## src/verilog/fsf_pkg.sv

```systemverilog
// Purpose: Shared constants for the FIFO flag and expansion block
// Assumes: Single clock, classic Wishbone register access
// Notes:   Offsets are byte addresses of 32-bit words
package fsf_pkg;
  localparam int          DATA_W       = 18;
  localparam int          OFS_W        = 12;
  localparam int          CNT_W        = 13;
  localparam int          ADR_W        = 8;
  localparam int          DEPTH_DEF    = 256;
  localparam int          DEPTH_SMALL  = 256;
  localparam int          DEPTH_MID    = 512;
  localparam logic [11:0] DEF_OFS_SMALL = 12'h001F;
  localparam logic [11:0] DEF_OFS_MID   = 12'h003F;
  localparam logic [11:0] DEF_OFS_LARGE = 12'h007F;

  localparam logic [7:0]  REG_CTRL     = 8'h00;
  localparam logic [7:0]  REG_STATUS   = 8'h04;
  localparam logic [7:0]  REG_EMPTY_OFS = 8'h08;
  localparam logic [7:0]  REG_FULL_OFS = 8'h0C;

  localparam int          CTRL_FLUSH_BIT = 0;
  localparam int          ST_EMPTY_BIT  = 16;
  localparam int          ST_FULL_BIT   = 17;
  localparam int          ST_AE_BIT     = 18;
  localparam int          ST_AF_BIT     = 19;
  localparam int          ST_HF_BIT     = 20;
  localparam int          ST_DAISY_BIT  = 21;
  localparam int          ST_WOWN_BIT   = 22;
  localparam int          ST_ROWN_BIT   = 23;

  localparam logic [17:0] DATA_ZERO    = 18'h0_0000;
  localparam logic [31:0] WORD_ZERO    = 32'h0000_0000;

  // Default almost-flag distance per depth variant
  function automatic logic [11:0] def_offset(input int depth);
    if (depth <= DEPTH_SMALL) begin
      return DEF_OFS_SMALL;
    end else if (depth <= DEPTH_MID) begin
      return DEF_OFS_MID;
    end else begin
      return DEF_OFS_LARGE;
    end
  endfunction : def_offset

  // Byte-lane merge of a 12-bit register from a bus write
  function automatic logic [11:0] lane_merge(input logic [11:0] old_v,
                                             input logic [31:0] wdat,
                                             input logic [3:0]  sel);
    logic [11:0] v;
    v = old_v;
    if (sel[0]) begin
      v[7:0] = wdat[7:0];
    end
    if (sel[1]) begin
      v[11:8] = wdat[11:8];
    end
    return v;
  endfunction : lane_merge
endpackage : fsf_pkg

```

## src/verilog/fsf_mem_if.sv

```systemverilog
// Purpose: Carrier between FIFO control and its storage array
// Assumes: One write port, one asynchronous read port
// Notes:   Width and address size follow the parameters
`timescale 1ns/1ps
`default_nettype none
interface fsf_mem_if #(
  parameter int DW = 18,
  parameter int AW = 8
);
  logic          we;
  logic [AW-1:0] waddr;
  logic [DW-1:0] wdata;
  logic [AW-1:0] raddr;
  logic [DW-1:0] rdata;

  modport ctrl (output we, output waddr, output wdata, output raddr, input rdata);
  modport mem  (input we, input waddr, input wdata, input raddr, output rdata);
endinterface : fsf_mem_if
`default_nettype wire

```

## src/verilog/fsf_mem.sv

```systemverilog
// Purpose: Flip-flop storage array of the FIFO
// Assumes: Write on clock edge, read combinational by index
// Notes:   No reset on storage; contents are don't-care until written
`timescale 1ns/1ps
`default_nettype none
module fsf_mem #(
  parameter int DW    = 18,
  parameter int DEPTH = 256
) (
  input wire logic clk,
  fsf_mem_if.mem   port
);
  logic [DW-1:0] store_q [DEPTH];

  always_ff @(posedge clk) begin
    if (port.we) begin
      store_q[port.waddr] <= port.wdata;
    end
  end

  assign port.rdata = store_q[port.raddr];
endmodule : fsf_mem
`default_nettype wire

```

## src/verilog/fsf_top.sv

```systemverilog
// Purpose: FIFO with status flags, offset registers and chain expansion
// Assumes: Write and read sides share clk; partner logic on same clock
// Notes:   Flags are registered from next occupancy, so guards are exact
// Summary of operation
// - Almost-full low at depth minus full offset
// - Unprogrammed full offset defaults per depth
// - Almost-full falls on write, rises on read
// - Almost-empty low at n plus one trailing; almost_empty_n goes low at n words or fewer
// - Unprogrammed empty offset defaults per depth
// - Empty: full, almost-full, half high; others low
// - Half-full low above half depth, rises later
// - Half-full on chain pin only in single mode
// - Pulse write chain out at last location
// - Pulse read chain out at last location
// - Outputs zero after reset; disable only drives read_data_oe_n high, no tristate
// - Full release may slip one write edge
// - Empty release may slip one read edge
// - First word readable cycle after empty rises
// - First read latency one or two cycles
// - No half-full indication in daisy chain; status register bit 20 still reports it
// - Clocks may run during reset
// - Reset clears pointers, flags, output; loads default offsets
// - Two 12-bit offsets from low data bits
// - Load writes alternate empty then full offset
// - Load reads use separate selection pointer
//
// Added by the designer: the register offsets and the Wishbone slave port.
`timescale 1ns/1ps
`default_nettype none
module fsf_top #(
  parameter int DEPTH = fsf_pkg::DEPTH_DEF
) (
  input  wire logic                        clk,
  input  wire logic                        rst,
  input  wire logic                        wb_cyc_i,
  input  wire logic                        wb_stb_i,
  input  wire logic                        wb_we_i,
  input  wire logic [fsf_pkg::ADR_W-1:0]   wb_adr_i,
  input  wire logic [3:0]                  wb_sel_i,
  input  wire logic [31:0]                 wb_dat_i,
  output logic      [31:0]                 wb_dat_o,
  output logic                             wb_ack_o,
  input  wire logic                        wr_en_n,
  input  wire logic [fsf_pkg::DATA_W-1:0]  write_data,
  input  wire logic                        rd_en_n,
  input  wire logic                        offset_load_n,
  input  wire logic                        output_enable_n,
  input  wire logic                        first_device_sel_n,
  input  wire logic                        wr_chain_in_n,
  input  wire logic                        rd_chain_in_n,
  output logic      [fsf_pkg::DATA_W-1:0]  read_data,
  output logic                             read_data_oe_n,
  output logic                             full_n,
  output logic                             empty_n,
  output logic                             almost_full_n,
  output logic                             almost_empty_n,
  output logic                             wr_chain_out_n,
  output logic                             rd_chain_out_n
);
  localparam int AW = $clog2(DEPTH);
  localparam logic [fsf_pkg::CNT_W-1:0] DEPTH_C = fsf_pkg::CNT_W'(DEPTH);
  localparam logic [fsf_pkg::CNT_W-1:0] HALF_C  = fsf_pkg::CNT_W'(DEPTH / 2);
  localparam logic [AW-1:0]             LAST_C  = AW'(DEPTH - 1);
  localparam logic [11:0]               DEF_OFS = fsf_pkg::def_offset(DEPTH);

  function automatic logic adr_hit(input logic [fsf_pkg::ADR_W-1:0] adr,
                                   input logic [fsf_pkg::ADR_W-1:0] reg_adr);
    return adr == reg_adr;
  endfunction : adr_hit

  fsf_mem_if #(.DW(fsf_pkg::DATA_W), .AW(AW)) mem_bus ();

  fsf_mem #(.DW(fsf_pkg::DATA_W), .DEPTH(DEPTH)) u_mem (
    .clk  (clk),
    .port (mem_bus.mem)
  );

  logic [AW:0]                 wptr_q;
  logic [AW:0]                 rptr_q;
  logic [AW:0]                 wptr_d;
  logic [AW:0]                 rptr_d;
  logic [fsf_pkg::CNT_W-1:0]   occ_d;
  logic [fsf_pkg::CNT_W-1:0]   occ_q;
  logic [11:0]                 empty_ofs_q;
  logic [11:0]                 full_ofs_q;
  logic                        wsel_q;
  logic                        rsel_q;
  logic [fsf_pkg::DATA_W-1:0]  data_q;
  logic                        full_n_q;
  logic                        empty_n_q;
  logic                        af_n_q;
  logic                        ae_n_q;
  logic                        hf_n_q;
  logic                        cfg_done_q;
  logic                        daisy_q;
  logic                        wr_own_q;
  logic                        rd_own_q;
  logic                        wpulse_q;
  logic                        rpulse_q;
  logic                        ack_q;
  logic [31:0]                 rdat_q;
  logic                        wb_req;
  logic                        wb_wr;
  logic                        flush;
  logic                        do_wr;
  logic                        do_rd;
  logic                        ofs_wr;
  logic                        ofs_rd;
  logic                        hit_ctrl;
  logic                        hit_status;
  logic                        hit_empty_ofs;
  logic                        hit_full_ofs;
  logic [AW:0]                 occ_w;

  // Bus request is served on the cycle ack rises
  assign wb_req = wb_cyc_i & wb_stb_i & ~ack_q;
  assign wb_wr  = wb_req & wb_we_i;
  // Address decode shared by bus writes and reads
  assign hit_ctrl      = adr_hit(wb_adr_i, fsf_pkg::REG_CTRL);
  assign hit_status    = adr_hit(wb_adr_i, fsf_pkg::REG_STATUS);
  assign hit_empty_ofs = adr_hit(wb_adr_i, fsf_pkg::REG_EMPTY_OFS);
  assign hit_full_ofs  = adr_hit(wb_adr_i, fsf_pkg::REG_FULL_OFS);
  assign flush  = wb_wr & hit_ctrl & wb_sel_i[0]
                  & wb_dat_i[fsf_pkg::CTRL_FLUSH_BIT];

  // Writes gated by full flag and chain ownership; nothing before strap capture
  assign do_wr  = cfg_done_q & offset_load_n & ~wr_en_n & full_n_q & wr_own_q;
  assign do_rd  = cfg_done_q & offset_load_n & ~rd_en_n & empty_n_q & rd_own_q;
  assign ofs_wr = cfg_done_q & ~offset_load_n & ~wr_en_n;
  assign ofs_rd = cfg_done_q & ~offset_load_n & ~rd_en_n;

  assign mem_bus.we    = do_wr;
  assign mem_bus.waddr = wptr_q[AW-1:0];
  assign mem_bus.wdata = write_data;
  assign mem_bus.raddr = rptr_q[AW-1:0];

  always_comb begin
    wptr_d = wptr_q + (AW+1)'(do_wr);
    rptr_d = rptr_q + (AW+1)'(do_rd);
    if (flush) begin
      wptr_d = '0;
      rptr_d = '0;
    end
    // Difference kept at pointer width so it wraps modulo twice the depth
    occ_w = wptr_d - rptr_d;
    occ_d = fsf_pkg::CNT_W'(occ_w);
  end

  // Pointers; clocks may keep running while reset holds them
  always_ff @(posedge clk or posedge rst) begin
    if (rst) begin
      wptr_q <= '0;
      rptr_q <= '0;
      occ_q  <= '0;
    end else begin
      wptr_q <= wptr_d;
      rptr_q <= rptr_d;
      occ_q  <= occ_d;
    end
  end

  // Flags from next occupancy; one shared clock means no skew slip
  always_ff @(posedge clk or posedge rst) begin
    if (rst) begin
      full_n_q  <= 1'b1;
      af_n_q    <= 1'b1;
      hf_n_q    <= 1'b1;
      empty_n_q <= 1'b0;
      ae_n_q    <= 1'b0;
    end else begin
      full_n_q  <= (occ_d != DEPTH_C);
      empty_n_q <= (occ_d != '0);
      af_n_q    <= (occ_d < (DEPTH_C - {1'b0, full_ofs_q}));
      ae_n_q    <= (occ_d > {1'b0, empty_ofs_q});
      hf_n_q    <= (occ_d <= HALF_C);
    end
  end

  // Mode strap caught on first clock after reset release
  always_ff @(posedge clk or posedge rst) begin
    if (rst) begin
      cfg_done_q <= 1'b0;
      daisy_q    <= 1'b0;
    end else if (!cfg_done_q) begin
      cfg_done_q <= 1'b1;
      daisy_q    <= wr_chain_in_n | rd_chain_in_n;
    end
  end

  // Write ownership token passed down the chain
  always_ff @(posedge clk or posedge rst) begin
    if (rst) begin
      wr_own_q <= 1'b0;
      wpulse_q <= 1'b0;
    end else begin
      wpulse_q <= 1'b0;
      if (!cfg_done_q) begin
        wr_own_q <= ~(wr_chain_in_n | rd_chain_in_n) | ~first_device_sel_n;
      end else if (daisy_q && do_wr && wptr_q[AW-1:0] == LAST_C) begin
        wr_own_q <= 1'b0;
        wpulse_q <= 1'b1;
      end else if (daisy_q && !wr_chain_in_n) begin
        wr_own_q <= 1'b1;
      end
    end
  end

  // Read ownership token passed down the chain
  always_ff @(posedge clk or posedge rst) begin
    if (rst) begin
      rd_own_q <= 1'b0;
      rpulse_q <= 1'b0;
    end else begin
      rpulse_q <= 1'b0;
      if (!cfg_done_q) begin
        rd_own_q <= ~(wr_chain_in_n | rd_chain_in_n) | ~first_device_sel_n;
      end else if (daisy_q && do_rd && rptr_q[AW-1:0] == LAST_C) begin
        rd_own_q <= 1'b0;
        rpulse_q <= 1'b1;
      end else if (daisy_q && !rd_chain_in_n) begin
        rd_own_q <= 1'b1;
      end
    end
  end

  // Offset registers; bus access takes priority over pin load
  always_ff @(posedge clk or posedge rst) begin
    if (rst) begin
      empty_ofs_q <= DEF_OFS;
      full_ofs_q  <= DEF_OFS;
      wsel_q      <= 1'b0;
    end else if (wb_wr && hit_empty_ofs) begin
      empty_ofs_q <= fsf_pkg::lane_merge(empty_ofs_q, wb_dat_i, wb_sel_i);
    end else if (wb_wr && hit_full_ofs) begin
      full_ofs_q <= fsf_pkg::lane_merge(full_ofs_q, wb_dat_i, wb_sel_i);
    end else if (ofs_wr) begin
      if (wsel_q) begin
        full_ofs_q <= write_data[fsf_pkg::OFS_W-1:0];
      end else begin
        empty_ofs_q <= write_data[fsf_pkg::OFS_W-1:0];
      end
      wsel_q <= ~wsel_q;
    end
  end

  // Output register: FIFO word or offset readback
  always_ff @(posedge clk or posedge rst) begin
    if (rst) begin
      data_q <= fsf_pkg::DATA_ZERO;
      rsel_q <= 1'b0;
    end else if (do_rd) begin
      data_q <= mem_bus.rdata;
    end else if (ofs_rd) begin
      data_q <= fsf_pkg::DATA_W'(rsel_q ? full_ofs_q : empty_ofs_q);
      rsel_q <= ~rsel_q;
    end
  end

  assign read_data      = data_q;
  assign read_data_oe_n = output_enable_n;
  assign full_n         = full_n_q;
  assign empty_n        = empty_n_q;
  assign almost_full_n  = af_n_q;
  assign almost_empty_n = ae_n_q;
  // Shared pin loses half-full in chain mode
  assign wr_chain_out_n = daisy_q ? ~wpulse_q : hf_n_q;
  assign rd_chain_out_n = ~rpulse_q;

  // Wishbone slave, one-cycle answer; unmapped reads return zero
  always_ff @(posedge clk or posedge rst) begin
    if (rst) begin
      ack_q  <= 1'b0;
      rdat_q <= fsf_pkg::WORD_ZERO;
    end else begin
      ack_q  <= wb_req;
      rdat_q <= fsf_pkg::WORD_ZERO;
      if (wb_req && !wb_we_i) begin
        if (hit_status) begin
          rdat_q[fsf_pkg::CNT_W-1:0]     <= occ_q;
          rdat_q[fsf_pkg::ST_EMPTY_BIT] <= empty_n_q;
          rdat_q[fsf_pkg::ST_FULL_BIT]  <= full_n_q;
          rdat_q[fsf_pkg::ST_AE_BIT]    <= ae_n_q;
          rdat_q[fsf_pkg::ST_AF_BIT]    <= af_n_q;
          rdat_q[fsf_pkg::ST_HF_BIT]    <= hf_n_q;
          rdat_q[fsf_pkg::ST_DAISY_BIT] <= daisy_q;
          rdat_q[fsf_pkg::ST_WOWN_BIT]  <= wr_own_q;
          rdat_q[fsf_pkg::ST_ROWN_BIT]  <= rd_own_q;
        end else if (hit_empty_ofs) begin
          rdat_q[fsf_pkg::OFS_W-1:0] <= empty_ofs_q;
        end else if (hit_full_ofs) begin
          rdat_q[fsf_pkg::OFS_W-1:0] <= full_ofs_q;
        end
      end
    end
  end

  assign wb_ack_o = ack_q;
  assign wb_dat_o = rdat_q;
endmodule : fsf_top
`default_nettype wire

```

## config.mk

```make
export PLATFORM = sky130hd
export DESIGN_NAME = fsf_top
export DESIGN_NICKNAME = d
export VERILOG_FILES = /design/src/verilog/fsf_pkg.sv /design/src/verilog/fsf_mem_if.sv /design/src/verilog/fsf_mem.sv /design/src/verilog/fsf_top.sv
export SDC_FILE = /design/constraint.sdc
export NUM_CORES = 2
export LEC_CHECK = 0
export BUFFER_PORTS_ARGS = -buffer_cell sky130_fd_sc_hd__clkbuf_2
export CAP_MARGIN = 20
export CORE_MARGIN = 4
export CORE_UTILIZATION = 60
export DETAILED_ROUTE_END_ITERATION = 8
export PLACE_DENSITY = 0.76
export SLEW_MARGIN = 20
export SYNTH_ARGS = -nofsm -noshare
export SYNTH_HDL_FRONTEND = slang
export SYNTH_MEMORY_MAX_BITS = 65536
export SYNTH_SLANG_ARGS = --single-unit
```

## constraint.sdc

```tcl
create_clock -name clk -period 6 [get_ports clk]
set_clock_uncertainty 0.1 [all_clocks]
set_input_delay 0.3 -clock clk [delete_from_list [all_inputs] [get_ports clk]]
set_output_delay 0.3 -clock clk [all_outputs]
set_load 0.02 [all_outputs]
```

* Word-level counts from Yosys, hierarchy flattened
Memories as Yosys holds them, arrays and structs flattened. Index checks and enable logic that the tools add are counted.
Word-level totals: word-level logic and storage cells 133, RAM bits 4608, bits in registers 104, memories 1, output and inout port bits 58
Memories:
- u_mem.store_q | depth 256, bits a word 18, rd ports 1, clocked after Yosys merged registers in 0, write ports 1, RTL line fsf_mem.sv:13 | logic [DW-1:0] store_q [DEPTH];
Operators by class: order comparisons 3, eq/ne operators 14, reduce and logical (&&, ||, !) cells 24, $add $sub $neg 4, bitwise logic cells 31, muxes and demuxes 33
Operators by type and width (number):
- $mux W12 | 12
- $mux W18 | 2
- $mux W8 | 3
- $add A9 B1 Y9 | 2
- $mux W9 | 2
- $and A1 B1 Y1 | 16
- $eq A8 B4 Y1 const B | 2
- $eq A8 B8 Y1 const B | 2
- $reduce_and A4 Y1 | 4
- $lt A9 B13 Y1 | 1
- $mux W1 | 13
- $not A1 Y1 | 13
- $reduce_bool A13 Y1 | 1
- $sub A9 B12 Y13 const A | 1
- $gt A9 B12 Y1 | 1
- $ne A2 B2 Y1 const B | 5
- $le A9 B8 Y1 const B | 1
- $logic_and A1 B1 Y1 | 9
- $ne A9 B9 Y1 const B | 1
- $sub A9 B9 Y9 | 1
- $eq A8 B3 Y1 const B | 1
- $logic_not A8 Y1 | 1
- $reduce_bool A2 Y1 | 4
- $ne A3 B1 Y1 const B | 2
- other kinds (6) | 9

* Longest topological paths before layout
word-level depth 9, gate-level depth with buffers 21

* Cells and area by module
From an unflattened synthesis, not the netlist that was laid out.
Second synthesis, totals: cell total of the unflattened synthesis 8823, area total of the unflattened synthesis 183394.6 sq um
By module, submodules not included:
- fsf_mem | instances 1, cells an instance 8263, seq. area each 138372.7 sq um, area an instance 177861.8 sq um
- fsf_top | instances 1, cells an instance 560, seq. area each 2593.7 sq um, area an instance 5532.8 sq um

* Worst setup path before layout
Ideal clock, no wire load.
kind register to register, from register ack_q (netlist: wb_ack_o), to register ae_n_q (netlist: almost_empty_n), clock period less this slack 4.348 ns, cell stages (with the launch flop) 19, arrival 4.111 ns, path buffers 1, setup slack 1.652 ns, path through dfrtp_1 -> nand3b_1 -> inv_1 -> nand4_1 -> or4_1 -> clkbuf_1 -> and2_1 -> ha_1 -> nor2b_1 -> o31a_1 -> o221ai_1 -> nand2b_1 -> a21oi_1 -> xnor2_1 -> ha_1 -> o21ai_0 -> nor3_1 -> o311ai_0 -> a21boi_0
On the way: longest elaborated chain between the ends 9, elaborated cells on any way between the ends 10, classes of those cells 1 x add/sub; 1 x order compare; 2 x mux; 6 x bitwise
Ends and longest elaborated chain:
- start, declared | RTL line fsf_top.sv:100 | logic ack_q;
- start signal, assigned | RTL line fsf_top.sv:275 | ack_q <= wb_req;
- $not A1 Y1 | RTL line fsf_top.sv:116 | assign wb_req = wb_cyc_i & wb_stb_i & ~ack_q;
- $and A1 B1 Y1 | RTL line fsf_top.sv:116
- net wb_req | RTL line fsf_top.sv:102 | logic wb_req;
- $and A1 B1 Y1 | RTL line fsf_top.sv:117 | assign wb_wr = wb_req & wb_we_i;
- $and A1 B1 Y1 (2 in a row) | RTL line fsf_top.sv:123 | assign flush = wb_wr & hit_ctrl & wb_sel_i[0]
- $and A1 B1 Y1 | RTL line fsf_top.sv:124 | & wb_dat_i[fsf_pkg::CTRL_FLUSH_BIT];
- $mux W9 | RTL line fsf_top.sv:140 | if (flush) begin
- net wptr_d[1] | RTL line fsf_top.sv:80 | logic [AW:0] wptr_d;
- $sub A9 B9 Y9 | RTL line fsf_top.sv:145 | occ_w = wptr_d - rptr_d;
- net occ_w[7] | RTL line fsf_top.sv:113 | logic [AW:0] occ_w;
- $gt A9 B12 Y1 | RTL line fsf_top.sv:174 | ae_n_q <= (occ_d > {1'b0, empty_ofs_q});
- end signal, assigned | RTL line fsf_top.sv:174
- end, declared | RTL line fsf_top.sv:92 | logic ae_n_q;
The timed path passes the listed nets, and every way through them passes these cells. A chain may end at the register's enable or synchronous reset.

* Worst setup path after layout
Same ends and word-level chain as after synthesis.

==> impl_metrics.py <==
metrics = {
    "grt": {
        "grt_overflow_total": 0,
        "antenna_found_initial": 21,
        "grt_max_degree": 209,
        "first_global_vias": 92800,
        "track_usage": 0.314,
        "grt_pass1_wl_um": 695000,
    },
    "timing": {
        "fin_crit_ns": 5.66,
        "slew_headroom": 0.155,
        "fmax_mhz": 177,
        "slew_violations": 0,
        "hold_violations": 0,
        "fin_setup_tns_ns": 0,
        "rsz0062_at_grt": "no",
        "hold_ws_ns": 0.0639,
        "timing.final.crit_share": 0.943,
        "tightest_slew_ns": 1.26,
        "setup_viol": 0,
    },
    "critical_path": {
        "critPathMaxFanout": 11,
        "crit_path_start_kind": "flip-flop",
        "cp.arrival_ns": 6.42,
        "worstPathRequired_ns": 6.76,
        "critPathKind": "reg2reg",
        "end_kind": "flip-flop",
        "worstRegToRegCells": 18,
    },
    "clocking": {
        "cts-resized-gates": 0,
        "clk_latency_ns": 0.99,
        "cts_tree": "yes",
        "cts_max_path_buffers": 4,
        "cts_sinks": 4711,
        "htreeDepth": 5,
        "clk_pin_slew_ns": 0.06,
        "numCtsBuffers": 445,
        "post_cts_buffers": 0,
        "clockRootBuffer": "clkbuf_16",
    },
    "min_path": {
        "hold_class": "in2reg",
        "hold_depth": 4,
    },
    "floorplanning": {
        "die_area_um2": 312000,
        "die_x_um": 558,
        "start_util": 0.604,
        "die_h_um": 558,
        "rows": 201,
        "ioPinCount": 132,
        "fp.coreArea_um2": 301000,
    },
    "route": {
        "highest_layer": "met5",
        "vias": 93400,
        "via_per_inst": 7.07,
        "wl_met2_um": 228000,
        "drc_errors": 0,
        "wl_met3_um": 68200,
        "routed_wirelength_um": 487000,
        "ant_nets": 0,
        "drtIter0Drc": 16600,
        "wire_per_inst_um": 36.8,
        "m1WireLength_um": 170000,
        "dr.pass1.iters": 6,
    },
    "logic_synthesis": {
        "synth_edf_count": 4608,
        "yosysMostFrequentCell": "edfxtp_1",
        "synth_top_area_share": 0.762,
        "synthFlopType": "edfxtp_1",
        "netlist_area_um2": 182000,
        "synthCells": 8245,
        "synthTopCellsByCount": "edfxtp_1 (4608), mux4_2 (1142), nor2_1 (389)",
        "synth_seq_cells": 4711,
        "yosys.area.top_type": "edfxtp_1",
        "synth_warnings": 0,
        "synth_cell_type_count": 75,
        "synth-seq-area-share": 0.776,
        "synth_area_leaders": "edfxtp_1 (76%), mux4_2 (14%), mux2i_1 (1.5%), dfrtp_1 (1.2%), nor2_1 (0.80%)",
        "avgSynthCellArea_um2": 22.0,
        "synthArstFlopShare": 0.0219,
    },
    "finish": {
        "final_cell_area_um2": 205000,
        "area_growth_pct": 12.7,
        "drive_above_1_share": 0.285,
        "nets": 8961,
        "fillers": 17200,
    },
    "outcome": {
        "status": "finished, final reports clean",
    },
    "place": {
        "portBuffers": 95,
        "placed_area_um2": 189000,
        "dpl.hpwl_um": 279000,
        "place.gp.congestion": 0.899,
    },
    "power": {
        "ir_drop_mv": 0.345,
        "p_per_area_nw_per_um2": 425,
        "p_leak_nw": 64.8,
    },
    "job": {
        "drv_cap": 0,
    },
}
==> registers in the layout, summed over array words and instances (netlist names), 9 cells and up <==
| name | count |
|---|---|
| full_ofs_q | 12 |
| occ_q | 9 |
| empty_ofs_q | 12 |
| wb_dat_o | 20 |
| u_mem.store_q | 4608 |
| wptr_q | 9 |
| rptr_q | 9 |
| read_data | 18 |
==> layout by cell type (no fill, tap or decap), types with 104 or more instances in the layout <==
| cell type | count |
|---|---|
| a21oi_1 | 135 |
| a22oi_1 | 107 |
| buf_4 | 420 |
| clkbuf_1 | 104 |
| clkbuf_16 | 448 |
| edfxtp_1 | 4608 |
| mux2i_1 | 271 |
| mux4_2 | 1142 |
| nand2_1 | 141 |
| nor2_1 | 187 |
| nor2_2 | 158 |
| o22ai_1 | 135 |
==> kinds of logic (layout without fill, tap and decap cells) <==
group / Yosys count / in the layout / share of synthesized area
other cells: 2 / 26 / 0.0000414
buf+inv: 510 / 1494 / 0.0154
flops: 4711 / 4711 / 0.776
xor+xnor: 26 / 26 / 0.00125
compound gates: 741 / 741 / 0.0277
fa+ha+maj: 28 / 28 / 0.00197
mux: 1445 / 1445 / 0.159
simple gates: 782 / 782 / 0.0188
==> report_power, final <==
| part | switching (mW) | internal, mW |
|---|---|---|
| logic | 12.6 | 9.69 |
| clock network | 12.2 | 15.6 |
| registers | 0.681 | 36.4 |
==> critical path, stage by stage (launching register included) <==
cell	delay, ns
dfrtp_1	0.38
nand3b_1	0.21
dlygate4sd3_1	0.64
inv_1	0.09
nand4_1	0.27
or4_1	0.82
and2_1	0.35
ha_1	0.30
nor2b_1	0.14
o31a_1	0.27
o221ai_1	0.43
nand2b_1	0.10
a21oi_1	0.19
xnor2_1	0.30
ha_1	0.36
o21ai_0	0.08
nor3_1	0.06
o311ai_0	0.30
a21boi_0	0.13
==> worst paths after layout <==
kind | start | to | slack, ns
max | wb_ack_o$_DFF_PP0_ | almost_empty_n$_DFF_PP0_ | 0.34
min reg2reg | wsel_q$_DFFE_PP0P_ | wsel_q$_DFFE_PP0P_ | 0.44
max reg2reg | wb_ack_o$_DFF_PP0_ | almost_empty_n$_DFF_PP0_ | 0.34
max in group asynchronous | rst | rptr_q[1]$_DFF_PP0_ | 3.90
min in group asynchronous | rst | wb_dat_o[22]$_DFF_PP0_ | 0.40
min | wb_cyc_i | wb_dat_o[21]$_DFF_PP0_ | 0.06
==> final cells by class <==
cell class | instances | area [µm²] | share of cell area
clock inverters | 259 | 2560 | 0.0125
well taps | 3958 | 4950 | 0.0242
clock buffers | 569 | 11800 | 0.0578
repair buffers | 635 | 5500 | 0.0268
inverters | 31 | 126 | 0.000617
flip-flops and latches | 4711 | 141000 | 0.689
multi-input cells | 3035 | 38700 | 0.189
diodes | 13 | 32.5 | 0.000159
==> repair_timing <==
action                                   CTS  global route
hold buffers                              66             0
hold endpoints to repair                1728             0
endpoints found under the setup margin     0             0
==> metal layers <==
metal  GRT usage  vias to the layer above
met3      0.0954                     1072
met5           0                        -
met2       0.473                     7550
met1       0.442                    48700
li1            -                    36000
met4       0.118                       16
==> metrics by stage <==
stage | worst slack [ns] | instances | power, mW | util
finish | 0.345 | 13200 | 87.1 | 0.681
global route | 0.0218 | 13200 | 89.8 | 0.681
CTS | 0.388 | 13200 | 87.0 | 0.680
detailed placement | 0.816 | 12300 | 59.4 | 0.630
global placement | 0.705 | 12300 | 59.1 | 0.630
floorplan | 1.65 | 8256 | 52.5 | -
Note: power is estimated with default switching activity, not from simulation.
